<file path="config.mk">
export PLATFORM = sky130hd
export DESIGN_NAME = bss_split_status
export DESIGN_NICKNAME = d
export VERILOG_FILES = /design/src/core/bss_pkg.sv /design/src/core/bss_flag.sv /design/src/core/bss_split_status.sv
export VERILOG_INCLUDE_DIRS = /design/src /design/src/core
export SDC_FILE = /design/constraint.sdc
export NUM_CORES = 1
export LEC_CHECK = 0
export ABC_AREA = 1
export ABC_CLOCK_PERIOD_IN_PS = 800
export BUFFER_PORTS_ARGS = -buffer_cell sky130_fd_sc_hd__clkbuf_2
export CORE_UTILIZATION = 35
export CTS_CLUSTER_DIAMETER = 30
export DETAILED_ROUTE_END_ITERATION = 16
export GPL_ROUTABILITY_DRIVEN = 0
export HOLD_SLACK_MARGIN = 0.05
export PLACE_DENSITY = 0.8
export SYNTH_ARGS = -nofsm -noshare
export SYNTH_HDL_FRONTEND = slang
export SYNTH_SLANG_ARGS = --single-unit
</file>
<file path="constraint.sdc">
create_clock -name pclk -period 0.8 [get_ports pclk]
set_input_delay 0.16 -clock pclk [delete_from_list [all_inputs] [get_ports pclk]]
set_output_delay 0.16 -clock pclk [all_outputs]
set_load 0.02 [all_outputs]
</file>
<file path="src/core/bss_map.svh">
// Register offsets, field positions and reset values of the split status bank
`ifndef BSS_MAP_SVH
`define BSS_MAP_SVH
`define BSS_STATUS_OFS      12'h000
`define BSS_MODE_OFS        12'h004
`define BSS_MODE_RESET      1'h0
`define BSS_BIT_CAP133      17
`define BSS_BIT_DISCARD     18
`define BSS_BIT_UNEXP       19
`define BSS_BIT_OVERRUN     20
`define BSS_BIT_DELAYED     21
`define BSS_BIT_MODE        0
`endif

</file>
<file path="src/core/bss_pkg.sv">
// Types shared by the split status bank
package bss_pkg;
   typedef enum logic {
      BSS_FORWARD = 1'b0,
      BSS_REVERSE = 1'b1
   } bss_mode_t;
endpackage

</file>
<file path="src/core/bss_flag.sv">
// One sticky write-one-to-clear status flag with a mode enable
`timescale 1ns/1ps
module bss_flag (
   input  wire logic pclk,
   input  wire logic presetn,
   input  wire logic enable,
   input  wire logic set_pulse,
   input  wire logic clear_pulse,
   output logic      flag
);
   logic flag_reg;
   logic flag_next;

   // Set wins over clear; disabled flag forced to zero
   assign flag_next = !enable ? 1'b0 : (set_pulse ? 1'b1 : (clear_pulse ? 1'b0 : flag_reg));
   assign flag      = flag_reg;

   // Flag storage
   always_ff @(posedge pclk or negedge presetn) begin
      if (!presetn) begin
         flag_reg <= 1'b0;
      end else begin
         flag_reg <= flag_next;
      end
   end
endmodule

</file>
<file path="src/core/bss_split_status.sv">
// Split transaction status bits of a bridge status register, reached over APB
//
// Overview of operation
// - Read-only 133MHz flag; zero forward, one reverse
// - Discard flag zero in reverse, writable forward
// - Set discard flag when completion dropped unaccepted
// - Unexpected flag zero in forward, accessible reverse
// - Set unexpected flag on own-ID unexpected completion
// - Set overrun flag on buffer-full retry/disconnect
// - Set delayed flag when commitment limit lacks room
//
// Implementation choices: the APB interface to the registers and the register offsets.
`timescale 1ns/1ps
`include "bss_map.svh"
module bss_split_status (
   input  wire logic        pclk,
   input  wire logic        presetn,
   input  wire logic        psel,
   input  wire logic        penable,
   input  wire logic        pwrite,
   input  wire logic [11:0] paddr,
   input  wire logic [31:0] pwdata,
   output logic      [31:0] prdata,
   output logic             pready,
   output logic             pslverr,
   input  wire logic        evt_completion_discarded,
   input  wire logic        evt_unexpected_own_id,
   input  wire logic        evt_completion_overrun,
   input  wire logic        evt_request_delayed,
   output logic             reverse_mode
);
   bss_pkg::bss_mode_t mode_reg;
   logic [31:0]        prdata_reg;
   logic [31:0]        rd_value;
   logic [3:0]         flags;
   logic [3:0]         set_vec;
   logic [3:0]         en_vec;
   logic [3:0]         clr_vec;
   logic               cap133;
   logic               is_reverse;

   // APB decode; single-cycle answers
   wire access   = psel && penable;
   wire wr_fire  = access && pwrite;
   wire hit_stat = (paddr == `BSS_STATUS_OFS);
   wire hit_mode = (paddr == `BSS_MODE_OFS);
   wire unmapped = !(hit_stat || hit_mode);
   assign pready  = 1'b1;
   assign pslverr = access && unmapped;
   assign prdata  = prdata_reg;

   // Mode view and capability flag
   assign is_reverse   = (mode_reg == bss_pkg::BSS_REVERSE);
   assign reverse_mode = is_reverse;
   assign cap133       = is_reverse;

   // Per-flag enables, events and write-one clears
   assign en_vec  = {1'b1, 1'b1, is_reverse, !is_reverse};
   assign set_vec = {evt_request_delayed, evt_completion_overrun,
                     evt_unexpected_own_id, evt_completion_discarded};
   assign clr_vec = (wr_fire && hit_stat) ? pwdata[`BSS_BIT_DELAYED:`BSS_BIT_DISCARD] : 4'h0;

   // Four sticky flags, bits 18 to 21
   for (genvar i = 0; i < 4; i++) begin : g_flag
      bss_flag u_flag (
         .pclk        (pclk),
         .presetn     (presetn),
         .enable      (en_vec[i]),
         .set_pulse   (set_vec[i]),
         .clear_pulse (clr_vec[i]),
         .flag        (flags[i])
      );
   end

   // Read mux; other bits read zero
   assign rd_value = hit_stat ? {10'h000, flags, cap133, 17'h00000} :
                     hit_mode ? {31'h00000000, is_reverse} : 32'h00000000;

   // Mode register and read data
   always_ff @(posedge pclk or negedge presetn) begin
      if (!presetn) begin
         mode_reg   <= bss_pkg::bss_mode_t'(`BSS_MODE_RESET);
         prdata_reg <= 32'h00000000;
      end else begin
         if (wr_fire && hit_mode) begin
            mode_reg <= bss_pkg::bss_mode_t'(pwdata[`BSS_BIT_MODE]);
         end
         if (psel && !penable && !pwrite) begin
            prdata_reg <= rd_value;
         end
      end
   end
endmodule

</file>
==> impl_metrics.ini <==
[outcome]
status = complete, but fails checks
violations = setup timing

[logic_synthesis]
synth_edf_count = 0
ys_ff_latch = 11
synth_top_area_share_pct = 32.16
ys_warn_count = 0
yosysUniqueCellTypes = 19
ys_top_cells_by_area = dfrtp_1 (32%), buf_4 (24%), o22ai_2 (8.8%)
synthCells = 102
synth_area_um2 = 855.8
synth.most_common_cell = buf_4
async_flop_share_pct = 100.0
synth_area_per_cell_um2 = 8.390
seq_area_frac_synth_pct = 32.16
synthFlopType = dfrtp_1
ys_top_cells_by_count = buf_4 (27), nand2_1 (17), dfrtp_1 (11), inv_1 (11), nor2_1 (8)
yosys.area.top_type = dfrtp_1

[pwr]
p_leak_nw = 0.6515
seqPwrFrac_pct = 44.2
p_comb_share_pct = 25.6
p_per_area_nw_per_um2 = 1078
power.switching_w = 0.0004200
peakVddDrop_mv = 0.6869
internal_power_w = 0.0008515
power_switching_share_pct = 33.03
clkPwrFrac_pct = 30.2

[clock_network]
clk_latency_ns = 0.28
cts_root_buf = clkbuf_4
htree_levels = 1
cts_tree = yes
clk_pin_slew_ns = 0.08
cts_buffers = 3
cts_buffer_depth = 2
cts.sinks = 11

[floorplan]
die_w_um = 51.45
die-area_um2 = 2647
fp.coreArea_um2 = 2255
ios = 88
die_h_um = 51.45
rows = 17
start_util_pct = 37.96

[critical_path]
r2r_cells = 5
path_class = flip-flop to output pin
r2r_start = reverse_mode
cp.arrival_ns = 0.83
max_stage_delay_ns = 0.42
cp_cell_sequence = buf_6
r2r_end = g_flag[1].u_flag.flag
crit_buf_inv = 1
critical_path.startpoint = reverse_mode
end_kind = output pin
start_kind = flip-flop
rrSetupSlack_ns = -0.10
worstPathRequired_ns = 0.64
crit_fanout = 2
critPathTopFamily = flip-flops
cp_slowest_cell = dfrtp_2

[min_path]
holdCritStartpoint = evt_completion_overrun
hold-path-cell-count = 3
min_path_type = input pin to flip-flop
whs_endpoint = g_flag[2].u_flag.flag

[placed_design]
pre_cts_slack_ns = -0.1963
io_buffer_count = 33
post_dp_cell_area_um2 = 1002
dp_hpwl_mm = 1.328

[sta]
fin_ws_ns = -0.1929
finalSetupViolations = 12
setup_tns_ns = -1.548
slew_violations = 0
hold_violations = 0
fmax_ghz = 1.007
rsz0062_at_grt = true
min_period_ns = 0.9929
final.setup_skew_ns = 0.01013
post-route-period-util_pct = 124.1

[drt]
final_antenna_net_count = 0
drtIter0Drc = 12
wl_per_cell_um = 9.857
drt-total-wl_mm = 1.725
first_pass_iters = 4
vias = 733
drc_errors = 0
viasPerCell = 4.189

[final_layout]
fin_area_um2 = 1180
syn_to_final_growth_pct = 37.87
final_util_pct = 52.33
diodes = 0
largest_reg_flops = 6
drive_gt1_share_pct = 46.94
fin_nets = 201

[global_route]
antenna_found_initial = 0
grt_pass1_wl_mm = 2.380
grt_pass1_vias = 621
gr-total-overflow = 0
grt_usage_pct = 12.48
grt_max_degree = 12

[flow_run]
maxCapViolCount = 0
[stage by stage]
step / hold slack [ns] / total power (W) / std cells
after floorplan: -0.1356 / 0.0008561 / 127
after detailed placement: 0.04543 / 0.0008608 / 164
after global routing: 0.08196 / 0.001341 / 175
after CTS: 0.07146 / 0.001247 / 172
after global placement: 0.03791 / 0.0008544 / 164
final: 0.07020 / 0.001272 / 175
[final cells by class]
cell class | instances | area, um2
timing repair buffer | 44 | 327.8
clock inverter | 1 | 5.005
tap | 28 | 35.03
fill | 219 | 1075
clock buffer | 3 | 22.52
sequential | 11 | 276.5
multi-input combinational | 77 | 471.7
inverter | 11 | 41.29
[power by group through the flow]
stage | clock network [W] | logic (W) | registers, W
2_1_floorplan | 0 | 0.000282 | 0.000574
3_3_place_gp | 0 | 0.000281 | 0.000573
3_5_place_dp | 0 | 0.000287 | 0.000573
4_1_cts | 0.000391 | 0.000293 | 0.000562
5_1_grt | 0.000427 | 0.000350 | 0.000563
6_report | 0.000384 | 0.000325 | 0.000563
[per-layer routing]
layer | vias up | global-route usage [%] | wire length [um]
met4 | 0 | 7.658 | 19
met3 | 5 | 2.381 | 123
li1 | 358 | - | -
met2 | 38 | 24.46 | 995
met5 | - | 0 | 0
met1 | 332 | 11.48 | 587
[cells in the final DEF (no fill, tap or decap), types with 5 or more instances in the layout]
cell and n:
nand2_1 16, dfrtp_1 10, buf_4 10, inv_1 11, o22ai_2 6, nand4_1 5
conb_1 27, buf_6 11, nor2_4 5, clkbuf_2 21
[how the worst max path moves through the flow]
| stage | to | slack (ns) | cells after the start |
|---|---|---|---|
| after floorplan | g_flag[1].u_flag.flag | -0.009 | 6 |
| after global placement | pslverr | -0.18 | 6 |
| after detailed placement | prdata[19] | -0.20 | 7 |
| after CTS | reverse_mode | -0.21 | 1 |
| after global routing | reverse_mode | -0.22 | 1 |
| final | reverse_mode | -0.19 | 1 |
[cell families (layout without fill, tap and decap cells)]
logic type	Yosys count	count (layout)	share of synthesized area, %
AND/OR/NAND/NOR	43	43	27.78
buffers and inverters	39	59	29.82
flip-flops	11	11	32.16
AO/OA/AOI/OAI	7	7	9.356
other	2	27	0.8775
[what timing repair did]
action                     CTS  global route
hold buffers                 1             0
setup buffers                3             3
pin swaps                    1             8
hold endpoints to repair    11             0
setup endpoints to repair    8            18
resized for setup            3            30
Note: power is estimated with default switching activity, not from simulation.
